==> src/shared/rdc_params.svh <==
// named constants of the rs-485 direction and multidrop block
`ifndef RDC_PARAMS_SVH
`define RDC_PARAMS_SVH
`define RDC_BIT_CYC 16
`define RDC_FIFO_DEPTH 8
`define RDC_LC_PEN 0
`define RDC_LC_EVEN 1
`define RDC_LC_FORCE 2
`define RDC_LC_FORCE0 3'h7
`define RDC_RX_W 10
`define RDC_ENT_PE 8
`define RDC_ENT_FE 9
`define RDC_RX_LAST 4'h7
`define RDC_RX_LAST_P 4'h8
`define RDC_TX_BITS 4'hA
`define RDC_TX_BITS_P 4'hB
`define RDC_LINE_IDLE 1'h1
`define RDC_RTS_RST 1'h1
`endif

==> src/shared/rdc_pkg.sv <==
// shared types and helpers of the rs-485 direction and multidrop block
`include "rdc_params.svh"
package rdc_pkg;
	typedef enum logic [1:0] {RX_IDLE, RX_START, RX_BITS, RX_STOP} rdc_rx_state_e;
	typedef enum logic {TX_IDLE, TX_SHIFT} rdc_tx_state_e;

	// value of the ninth bit for a line-control parity field and a data byte
	function automatic logic ninth_bit(input logic [2:0] lc, input logic [7:0] d);
		if (lc[`RDC_LC_FORCE])
			return !lc[`RDC_LC_EVEN];
		else if (lc[`RDC_LC_EVEN])
			return ^d;
		else
			return ~^d;
	endfunction : ninth_bit
endpackage : rdc_pkg

==> src/shared/rdc_stream_if.sv <==
// valid/ready word stream between the block's own modules
`timescale 1ns/1ps
interface rdc_stream_if #(
	parameter int W = 8
) ();
	logic valid;
	logic ready;
	logic [W-1:0] data;
	modport src (output valid, output data, input ready);
	modport snk (input valid, input data, output ready);
endinterface : rdc_stream_if

==> src/design/rdc_rs485_ctl.sv <==
// rs-485 direction control and multidrop receive filtering of a uart
`timescale 1ns/1ps
`include "rdc_params.svh"
module rdc_rs485_ctl #(
	parameter int BIT_CYC = `RDC_BIT_CYC,
	parameter int FIFO_DEPTH = `RDC_FIFO_DEPTH
) (
	input wire logic clk_i,
	input wire logic rst_i,
	input wire logic [7:0] tx_data_i,
	input wire logic tx_valid_i,
	output logic tx_ready_o,
	output logic [7:0] rx_data_o,
	output logic rx_pe_o,
	output logic rx_fe_o,
	output logic rx_valid_o,
	input wire logic rx_ready_i,
	input wire logic rx_serial_i,
	output logic tx_serial_o,
	output logic rts_n_o,
	input wire logic direction_auto_i,
	input wire logic direction_invert_i,
	input wire logic multidrop_en_i,
	input wire logic receiver_off_i,
	input wire logic transmitter_off_i,
	input wire logic special_char_en_i,
	input wire logic [7:0] second_stop_char_value_i,
	input wire logic [2:0] line_control_parity_i,
	input wire logic modem_control_rts_i,
	input wire logic flow_ctl_en_i,
	input wire logic flow_rts_n_i,
	input wire logic line_status_ie_i,
	output logic line_status_event_o,
	output logic rx_overrun_o,
	output logic rx_auto_en_o,
	output logic tx_empty_o
);
	localparam int CW = $clog2(BIT_CYC);
	localparam logic [CW-1:0] FULL = CW'(BIT_CYC - 1);
	localparam logic [CW-1:0] HALF = CW'(BIT_CYC / 2 - 1);

	if (BIT_CYC < 4) begin : g_bad_bit
		$error("rdc_rs485_ctl needs at least 4 clocks per bit");
	end
	if (FIFO_DEPTH < 2) begin : g_bad_depth
		$error("rdc_rs485_ctl needs a fifo of at least 2 words");
	end

	rdc_stream_if #(.W(8)) tx_in ();
	rdc_stream_if #(.W(8)) tx_out ();
	rdc_stream_if #(.W(`RDC_RX_W)) rx_wr ();
	rdc_stream_if #(.W(`RDC_RX_W)) rx_rd ();

	logic tx_fifo_busy, tx_busy, tx_fire, dir_active, rts_auto_n, rts_n_d;
	logic rts_q, tx_empty_q;

	// host side of the transmit path
	assign tx_in.valid = tx_valid_i;
	assign tx_in.data = tx_data_i;
	assign tx_ready_o = tx_in.ready;
	assign tx_fire = tx_valid_i & tx_in.ready;

	// transmit fifo keeps filling while the serializer is held off
	rdc_fifo #(
		.W(8),
		.DEPTH(FIFO_DEPTH)
	) u_tx_fifo (
		.clk_i(clk_i),
		.rst_i(rst_i),
		.wr(tx_in),
		.rd(tx_out),
		.busy_o(tx_fifo_busy)
	);

	rdc_tx_ser #(
		.BIT_CYC(BIT_CYC)
	) u_tx_ser (
		.clk_i(clk_i),
		.rst_i(rst_i),
		.in_s(tx_out),
		.line_control_parity_i(line_control_parity_i),
		.transmitter_off_i(transmitter_off_i),
		.tx_serial_o(tx_serial_o),
		.busy_o(tx_busy)
	);

	// direction source selection and polarity
	assign dir_active = tx_fire | tx_fifo_busy | tx_busy;
	assign rts_auto_n = direction_invert_i ? dir_active : !dir_active;
	assign rts_n_d = direction_auto_i ? rts_auto_n :
		flow_ctl_en_i ? flow_rts_n_i : !modem_control_rts_i;
	assign rts_n_o = rts_q;
	assign tx_empty_o = tx_empty_q;

	// registered direction pin and transmitter empty status
	always_ff @(posedge clk_i or posedge rst_i) begin
		if (rst_i) begin
			rts_q <= `RDC_RTS_RST;
			tx_empty_q <= 1'b1;
		end else begin
			rts_q <= rts_n_d;
			tx_empty_q <= !dir_active;
		end
	end

	rdc_pkg::rdc_rx_state_e st_q, st_d;
	logic [CW-1:0] cnt_q, cnt_d;
	logic [3:0] idx_q, idx_d;
	logic [8:0] sh_q, sh_d;
	logic rx_s1_q, rx_s2_q, rx_en_q, rx_en_d, off_prev_q, ls_evt_q, ovr_q;
	logic tick, par_en, halt, char_done, abort, sh9, addr, match, auto_md;
	logic pe_calc, pe_bit, fe_bit, accept, host_off_rise;
	logic [3:0] last_idx;

	// serial input passes two flops before any logic sees it
	always_ff @(posedge clk_i or posedge rst_i) begin
		if (rst_i) begin
			rx_s1_q <= `RDC_LINE_IDLE;
			rx_s2_q <= `RDC_LINE_IDLE;
		end else begin
			rx_s1_q <= rx_serial_i;
			rx_s2_q <= rx_s1_q;
		end
	end

	// receive decode
	assign tick = cnt_q == '0;
	assign par_en = line_control_parity_i[`RDC_LC_PEN];
	assign last_idx = par_en ? `RDC_RX_LAST_P : `RDC_RX_LAST;
	assign halt = receiver_off_i & !multidrop_en_i;
	assign char_done = (st_q == rdc_pkg::RX_STOP) & tick;
	assign abort = halt & (st_q == rdc_pkg::RX_BITS);
	assign sh9 = par_en & sh_q[8];
	assign addr = multidrop_en_i & sh9;
	assign match = sh_q[7:0] == second_stop_char_value_i;
	assign auto_md = multidrop_en_i & special_char_en_i;
	assign pe_calc = par_en & (sh_q[8] != rdc_pkg::ninth_bit(line_control_parity_i, sh_q[7:0]));
	assign pe_bit = auto_md ? sh9 : pe_calc;
	assign fe_bit = char_done & !rx_s2_q;
	assign host_off_rise = receiver_off_i & !off_prev_q;

	// which characters reach the receive fifo
	assign accept = abort ? 1'b1 :
		!char_done ? 1'b0 :
		!multidrop_en_i ? 1'b1 :
		auto_md ? (addr ? match : rx_en_q) :
		(addr | !receiver_off_i);
	assign rx_wr.valid = accept;
	assign rx_wr.data = {fe_bit, pe_bit, sh_q[7:0]};

	// automatic receiver enable: a match sets it, and set beats clear
	assign rx_en_d = (char_done & auto_md & addr & match) ? 1'b1 :
		(char_done & auto_md & addr) ? 1'b0 :
		host_off_rise ? 1'b0 : rx_en_q;

	// receive sequencer next state
	always_comb begin
		st_d = st_q;
		cnt_d = tick ? cnt_q : cnt_q - 1'b1;
		idx_d = idx_q;
		sh_d = sh_q;
		unique case (st_q)
			rdc_pkg::RX_IDLE: begin
				if (!rx_s2_q && !halt) begin
					st_d = rdc_pkg::RX_START;
					cnt_d = HALF;
					idx_d = '0;
					sh_d = '0;
				end
			end
			rdc_pkg::RX_START: begin
				if (tick) begin
					st_d = rx_s2_q ? rdc_pkg::RX_IDLE : rdc_pkg::RX_BITS;
					cnt_d = FULL;
				end
			end
			rdc_pkg::RX_BITS: begin
				if (halt) begin
					st_d = rdc_pkg::RX_IDLE;
				end else if (tick) begin
					sh_d[idx_q] = rx_s2_q;
					idx_d = idx_q + 1'b1;
					cnt_d = FULL;
					if (idx_q == last_idx)
						st_d = rdc_pkg::RX_STOP;
				end
			end
			rdc_pkg::RX_STOP: begin
				if (tick)
					st_d = rdc_pkg::RX_IDLE;
			end
		endcase
	end

	// receive sequencer registers
	always_ff @(posedge clk_i or posedge rst_i) begin
		if (rst_i) begin
			st_q <= rdc_pkg::RX_IDLE;
			cnt_q <= '0;
			idx_q <= '0;
			sh_q <= '0;
		end else begin
			st_q <= st_d;
			cnt_q <= cnt_d;
			idx_q <= idx_d;
			sh_q <= sh_d;
		end
	end

	// receive status flops
	always_ff @(posedge clk_i or posedge rst_i) begin
		if (rst_i) begin
			rx_en_q <= 1'b0;
			off_prev_q <= 1'b0;
			ls_evt_q <= 1'b0;
			ovr_q <= 1'b0;
		end else begin
			rx_en_q <= rx_en_d;
			off_prev_q <= receiver_off_i;
			ls_evt_q <= accept & rx_wr.ready & pe_bit & line_status_ie_i;
			ovr_q <= accept & !rx_wr.ready;
		end
	end

	// receive fifo; the line cannot be stalled, so a full fifo overruns
	rdc_fifo #(
		.W(`RDC_RX_W),
		.DEPTH(FIFO_DEPTH)
	) u_rx_fifo (
		.clk_i(clk_i),
		.rst_i(rst_i),
		.wr(rx_wr),
		.rd(rx_rd),
		.busy_o()
	);

	// host side of the receive path
	assign rx_rd.ready = rx_ready_i;
	assign rx_valid_o = rx_rd.valid;
	assign rx_data_o = rx_rd.data[7:0];
	assign rx_pe_o = rx_rd.data[`RDC_ENT_PE];
	assign rx_fe_o = rx_rd.data[`RDC_ENT_FE];
	assign line_status_event_o = ls_evt_q;
	assign rx_overrun_o = ovr_q;
	assign rx_auto_en_o = rx_en_q;
endmodule : rdc_rs485_ctl

==> src/design/rdc_fifo.sv <==
// fifo with registered read data and registered ready
`timescale 1ns/1ps
`include "rdc_params.svh"
module rdc_fifo #(
	parameter int W = 8,
	parameter int DEPTH = `RDC_FIFO_DEPTH
) (
	input wire logic clk_i,
	input wire logic rst_i,
	rdc_stream_if.snk wr,
	rdc_stream_if.src rd,
	output logic busy_o
);
	localparam int AW = $clog2(DEPTH);
	localparam logic [AW:0] FULL = (AW + 1)'(DEPTH);

	if (DEPTH < 2 || (DEPTH & (DEPTH - 1)) != 0) begin : g_bad_depth
		$error("rdc_fifo depth must be a power of two of at least 2");
	end

	logic [W-1:0] mem_q [DEPTH];
	logic [W-1:0] out_q;
	logic [AW-1:0] wp_q, rp_q;
	logic [AW:0] cnt_q, cnt_d;
	logic rdy_q, ov_q, push, load;

	// handshakes and occupancy
	assign push = wr.valid & rdy_q;
	assign load = (cnt_q != '0) & (!ov_q | rd.ready);
	assign cnt_d = cnt_q + (AW + 1)'(push) - (AW + 1)'(load);
	assign wr.ready = rdy_q;
	assign rd.valid = ov_q;
	assign rd.data = out_q;
	assign busy_o = (cnt_q != '0) | ov_q;

	// storage, no reset needed
	always_ff @(posedge clk_i) begin
		if (push)
			mem_q[wp_q] <= wr.data;
	end

	// pointers, count and output register
	always_ff @(posedge clk_i or posedge rst_i) begin
		if (rst_i) begin
			wp_q <= '0;
			rp_q <= '0;
			cnt_q <= '0;
			rdy_q <= 1'b0;
			ov_q <= 1'b0;
			out_q <= '0;
		end else begin
			wp_q <= wp_q + AW'(push);
			rp_q <= rp_q + AW'(load);
			cnt_q <= cnt_d;
			rdy_q <= cnt_d != FULL;
			ov_q <= load | (ov_q & !rd.ready);
			if (load)
				out_q <= mem_q[rp_q];
		end
	end
endmodule : rdc_fifo

==> src/design/rdc_tx_ser.sv <==
// transmit serializer: start, 8 data, optional ninth bit, stop
`timescale 1ns/1ps
`include "rdc_params.svh"
module rdc_tx_ser #(
	parameter int BIT_CYC = `RDC_BIT_CYC
) (
	input wire logic clk_i,
	input wire logic rst_i,
	rdc_stream_if.snk in_s,
	input wire logic [2:0] line_control_parity_i,
	input wire logic transmitter_off_i,
	output logic tx_serial_o,
	output logic busy_o
);
	localparam int CW = $clog2(BIT_CYC);
	localparam logic [CW-1:0] FULL = CW'(BIT_CYC - 1);

	if (BIT_CYC < 2) begin : g_bad_bit
		$error("rdc_tx_ser needs at least 2 clocks per bit");
	end

	rdc_pkg::rdc_tx_state_e st_q;
	logic [10:0] sh_q;
	logic [3:0] left_q;
	logic [CW-1:0] cnt_q;
	logic tx_q, take, tick, par_en, pbit;

	// a new character starts only when idle and not switched off
	assign in_s.ready = (st_q == rdc_pkg::TX_IDLE) & !transmitter_off_i;
	assign take = in_s.valid & in_s.ready;
	assign tick = cnt_q == '0;
	assign par_en = line_control_parity_i[`RDC_LC_PEN];
	assign pbit = par_en ? rdc_pkg::ninth_bit(line_control_parity_i, in_s.data) : 1'b1;
	assign busy_o = st_q == rdc_pkg::TX_SHIFT;
	assign tx_serial_o = tx_q;

	// shifting; a frame already begun always completes
	always_ff @(posedge clk_i or posedge rst_i) begin
		if (rst_i) begin
			st_q <= rdc_pkg::TX_IDLE;
			sh_q <= '1;
			left_q <= '0;
			cnt_q <= '0;
			tx_q <= `RDC_LINE_IDLE;
		end else if (take) begin
			st_q <= rdc_pkg::TX_SHIFT;
			sh_q <= {1'b1, pbit, in_s.data, 1'b0};
			left_q <= par_en ? `RDC_TX_BITS_P : `RDC_TX_BITS;
			cnt_q <= FULL;
			tx_q <= 1'b0;
		end else if (busy_o) begin
			cnt_q <= tick ? FULL : cnt_q - 1'b1;
			if (tick) begin
				sh_q <= {1'b1, sh_q[10:1]};
				left_q <= left_q - 1'b1;
				tx_q <= (left_q == 4'h1) ? `RDC_LINE_IDLE : sh_q[1];
				if (left_q == 4'h1)
					st_q <= rdc_pkg::TX_IDLE;
			end
		end
	end
endmodule : rdc_tx_ser

==> config.mk <==
export PLATFORM = sky130hd
export DESIGN_NAME = rdc_rs485_ctl
export DESIGN_NICKNAME = d
export VERILOG_FILES = /design/src/shared/rdc_pkg.sv /design/src/shared/rdc_stream_if.sv /design/src/design/rdc_rs485_ctl.sv /design/src/design/rdc_fifo.sv /design/src/design/rdc_tx_ser.sv
export VERILOG_INCLUDE_DIRS = /design/src /design/src/shared
export SDC_FILE = /design/constraint.sdc
export NUM_CORES = 1
export LEC_CHECK = 0
export ABC_AREA = 1
export BUFFER_PORTS_ARGS = -buffer_cell sky130_fd_sc_hd__buf_2
export CELL_PAD_IN_SITES_DETAIL_PLACEMENT = 2
export CELL_PAD_IN_SITES_GLOBAL_PLACEMENT = 2
export CORE_ASPECT_RATIO = 0.75
export CORE_MARGIN = 3
export CORE_UTILIZATION = 42
export DETAILED_ROUTE_END_ITERATION = 6
export HOLD_SLACK_MARGIN = 0.05
export PLACE_DENSITY_LB_ADDON = 0.1
export SYNTH_ARGS = -nofsm -noshare
export SYNTH_HDL_FRONTEND = slang
export SYNTH_SLANG_ARGS = --single-unit
==> constraint.sdc <==
create_clock -name clk_i -period 3.8 [get_ports clk_i]
set_input_delay 0.76 -clock clk_i [delete_from_list [all_inputs] [get_ports clk_i]]
set_output_delay 0.76 -clock clk_i [all_outputs]
set_load 0.05 [all_outputs]
==> metrics list <==
- The run finished with clean final reports.
- Share of the core filled with cells in the final layout: 49.8%
- A synthesized cell averages 11.5 um2.
- In this run, distinct cell masters in the synthesized netlist total 43.
- Compared with the post-synthesis result, the final layout area differs by 14.5%.
* Worst hold path class: input pin to async pin
* Fill cell total of the finished layout: 2,361
- Synthesized netlist cell count: 888
- Crit path required time: 4.21 ns
- Initial antenna violation count: 1
- Post-CTS resize count: 0
- Leading cell types by total area after synthesis: edfxtp_1 (42%), dfrtp_1 (18%), nor2_1 (4.2%)
- Most heavily used metal layer in global routing: met2
- The most used flip-flop cell after synthesis is edfxtp_1.
* Endpoints failing setup: 0
* Rows: 48
* Initial cell density of the core: 43.5%
* Y dimension of the die: 141 um
- The worst setup path is launched from a flip-flop.
- Slew headroom: 25.3%
* Highest clock frequency the design can meet: 331 MHz
* Worst r2r src: sh_q[2]
- Routability-driven placement finished with a final weighted congestion of 0.794.
- The mapped netlist covers 10,200 um2.
* Per-cell routed wire length: 22.7 um
- In this run, CTS created clock tree buffers numbering 25.
- Leaving out fill and tap cells, the most frequent cell in the layout is edfxtp_1.
- The worst-case IR drop observed on VDD is 0.000360 V.
- Worst-case clock buffer depth: 3
- Static leakage: 4.77 nW
* Nets: 1,013
- For this run, the number of standard cells in the final layout without fillers is 1,268.
- Post-route clock period utilization: 79.4%
- Endpoint of the lowest-slack register-to-register path: u_rx_fifo.wr.ready
* Number of buffers inserted by port buffering: 51
* Cell chosen for the clock root: clkbuf_16
- In this run the horizontal extent of the chip is 186 um.
* Via count of the first global-routing pass: 8,059
* Placed cell count: 1,222
- CP endpoint kind: flip-flop
- The final hold violation count came to 0.
- After clock tree synthesis, the setup repair step added 0 buffers.
- For the worst-skew pair, the clock arrives at the later sink with an insertion delay of 0.53 ns.
* Sink Count: 232
- Layout cells sized above 1: 15.4%
- Summing over every cut layer, the via total after detailed routing is 7,050.
- 52 I/O pins were placed.
* Met2 Resource Use GR: 41.3%
- In the final layout, the multi-input gates occupy 3150 um2.
* Detailed Place HPWL: 19.5 mm
* CTS H-tree depth: 1
- Total GRT Usage: 22.5%
- STA puts the critical path data arrival time at 3.43 ns.
* Final count of pins violating max slew: 0
* Worst-case reg-to-reg path depth: 13
* Vias per cell: 5.56
- Register area: 6540 um2
- Entering global routing, the biggest net connects 43 pins.
* Met1 usage in global routing: 28.1%
- Number of design rule violations left after detail routing: 0
- Global-route wire length before repair: 46.1 mm
- At the pin with the least slew margin, the transition time is 1.12 ns.
- Max-cap violations in this run came to 0.
* Post-route minimum period: 3.02 ns
* Sequential area share after synthesis: 64.2%
- Setup slack of the most critical reg-to-reg path: 0.78 ns
- Routed Wire Length: 28.8 mm
* Diode count: 0
- After synthesis the netlist holds a flip-flop and latch count of 232.
- Worst setup skew after layout: 0.0195 ns
- Total Neg Setup Slack: 0 ns
* CTS tree: built
- Global routing consumed, on the met3 layer, 3.12% of the routing resources.
- The total area inside the core boundary comes to 23,400 um2.
- Number of nets in the synthesized netlist: 952
* Area enclosed by the die boundary: 26,200 um2
* Critical Path Fanout Max: 13
- Post-route ant nets: 0
- Number of detailed-route iterations in the first pass: 4
- Setup repair after global routing missed its margin: false
- Number of buffers inserted by hold repair at cts: 0
- For this design the ratio of total power to cell area is 701 nW/um2.
- Clock-pin slew was measured on the worst setup and hold paths at 0.07 ns.
- The synthesized design contains 144 enable-type register cells.
* Async set-or-reset flop fraction in the synthesized netlist: 37.9%
- In the layout the commonest cells are edfxtp_1 (144), nor2_1 (115), nand2_1 (104).
- After global routing the overflow that remains totals 0.
* Synth top area share: 42.4%
- DRC marker count from the first detailed-route iteration: 327
- The Yosys step of the flow raised 0 warnings.
- Cell taking the most area after synthesis: edfxtp_1
- The critical path in this run is classified as flip-flop to flip-flop.
==> per-stage QoR <==
stage          area (um2)  worst slack [ns]  total power, mW  hold WS, ns
6_report            11700             0.781             8.18        0.271
5_1_grt             11700             0.517             8.65        0.297
4_1_cts             11700             0.782             8.26        0.262
3_5_place_dp        10800             0.641             5.56        0.349
3_3_place_gp        10800             0.791             5.33        0.348
2_1_floorplan       10200             0.785             4.84        0.345
==> cells by family after synthesis <==
logic type	after synthesis	share of synthesized area [%]
xor+xnor	23	1.98
buf+inv	126	4.90
simple gates	278	11.6
flops	232	64.2
fa+ha+maj	30	3.83
mux	27	2.65
compound gates	172	10.8
==> cell type report <==
class | count | share of cell area (%)
Multi-Input combinational cell | 530 | 27.0
Tap cell | 300 | 3.22
Timing Repair Buffer | 63 | 2.96
Inverter | 97 | 3.17
Clock buffer | 27 | 5.42
Sequential cell | 232 | 56.1
Clock inverter | 19 | 2.18
==> synth_stat cells (7+ instances only) <==
| library cell | count |
|---|---|
| o221ai_1 | 25 |
| ha_1 | 28 |
| nor2_1 | 115 |
| inv_1 | 85 |
| o21ai_0 | 75 |
| dfstp_2 | 14 |
| o32ai_1 | 9 |
| xnor2_1 | 17 |
| nand3_1 | 29 |
| buf_2 | 12 |
| mux2i_1 | 27 |
| nor3_1 | 7 |
| o211ai_1 | 10 |
| a21oi_1 | 15 |
| edfxtp_1 | 144 |
| clkbuf_1 | 15 |
| nand4_1 | 8 |
| inv_2 | 8 |
| a31oi_1 | 15 |
| nand2_1 | 104 |
| dfrtp_1 | 74 |
==> report_power, final <==
part / total, mW / leakage [nW] / switching [mW] / internal (mW)
clock network: 2.66 / 0.432 / 1.04 / 1.62
logic: 2.13 / 1.94 / 1.46 / 0.667
registers: 3.40 / 2.40 / 0.325 / 3.07
==> registers in the layout, indices dropped and copies added, names as in the netlist, 2 cells and up <==
signal	flops
u_rx_fifo.cnt_q	4
cnt_q	4
u_rx_fifo.wp_q	3
u_tx_ser.cnt_q	4
u_tx_fifo.cnt_q	4
st_q	2
u_rx_fifo.mem_q	80
u_rx_fifo.rp_q	3
sh_q	9
u_tx_fifo.mem_q	64
u_tx_fifo.rd.data	8
u_tx_fifo.rp_q	3
u_rx_fifo.rd.data	10
u_tx_ser.sh_q	9
u_tx_fifo.wp_q	3
u_tx_ser.left_q	4
idx_q	4
==> critical path, stage by stage (launching register included) <==
cell      delay (ns)
dfrtp_1         0.71
xnor2_1         0.19
nand2_1         0.08
nor2_1          0.12
nand2_1         0.14
nand3_1         0.11
nand2_1         0.11
a21boi_4        0.26
ha_1            0.22
inv_1           0.05
fa_1            0.48
inv_1           0.07
nor3_1          0.29
nand2_1         0.09
==> metal layers <==
layer | share of wire [%] | vias to the layer above
met5 | 0.045 | -
met4 | 2.2 | 2
met3 | 3.2 | 48
met2 | 53 | 121
met1 | 42 | 3641
li1 | - | 3238
==> worst max-delay path by stage <==
stage | start | to | cells after the start | slack, ns
6_report | sh_q[2] | u_rx_fifo.wr.ready | 13 | 0.78
5_1_grt | sh_q[7] | u_rx_fifo.mem_q[2][3] | 9 | 0.52
4_1_cts | sh_q[2] | u_rx_fifo.mem_q[0][6] | 9 | 0.78
3_5_place_dp | transmitter_off_i | u_tx_fifo.wr.ready | 12 | 0.64
3_3_place_gp | transmitter_off_i | u_tx_fifo.wr.ready | 12 | 0.79
2_1_floorplan | rst_i | cnt_q[0] | 1 | 0.78
Power figures use the tool's default switching activity.
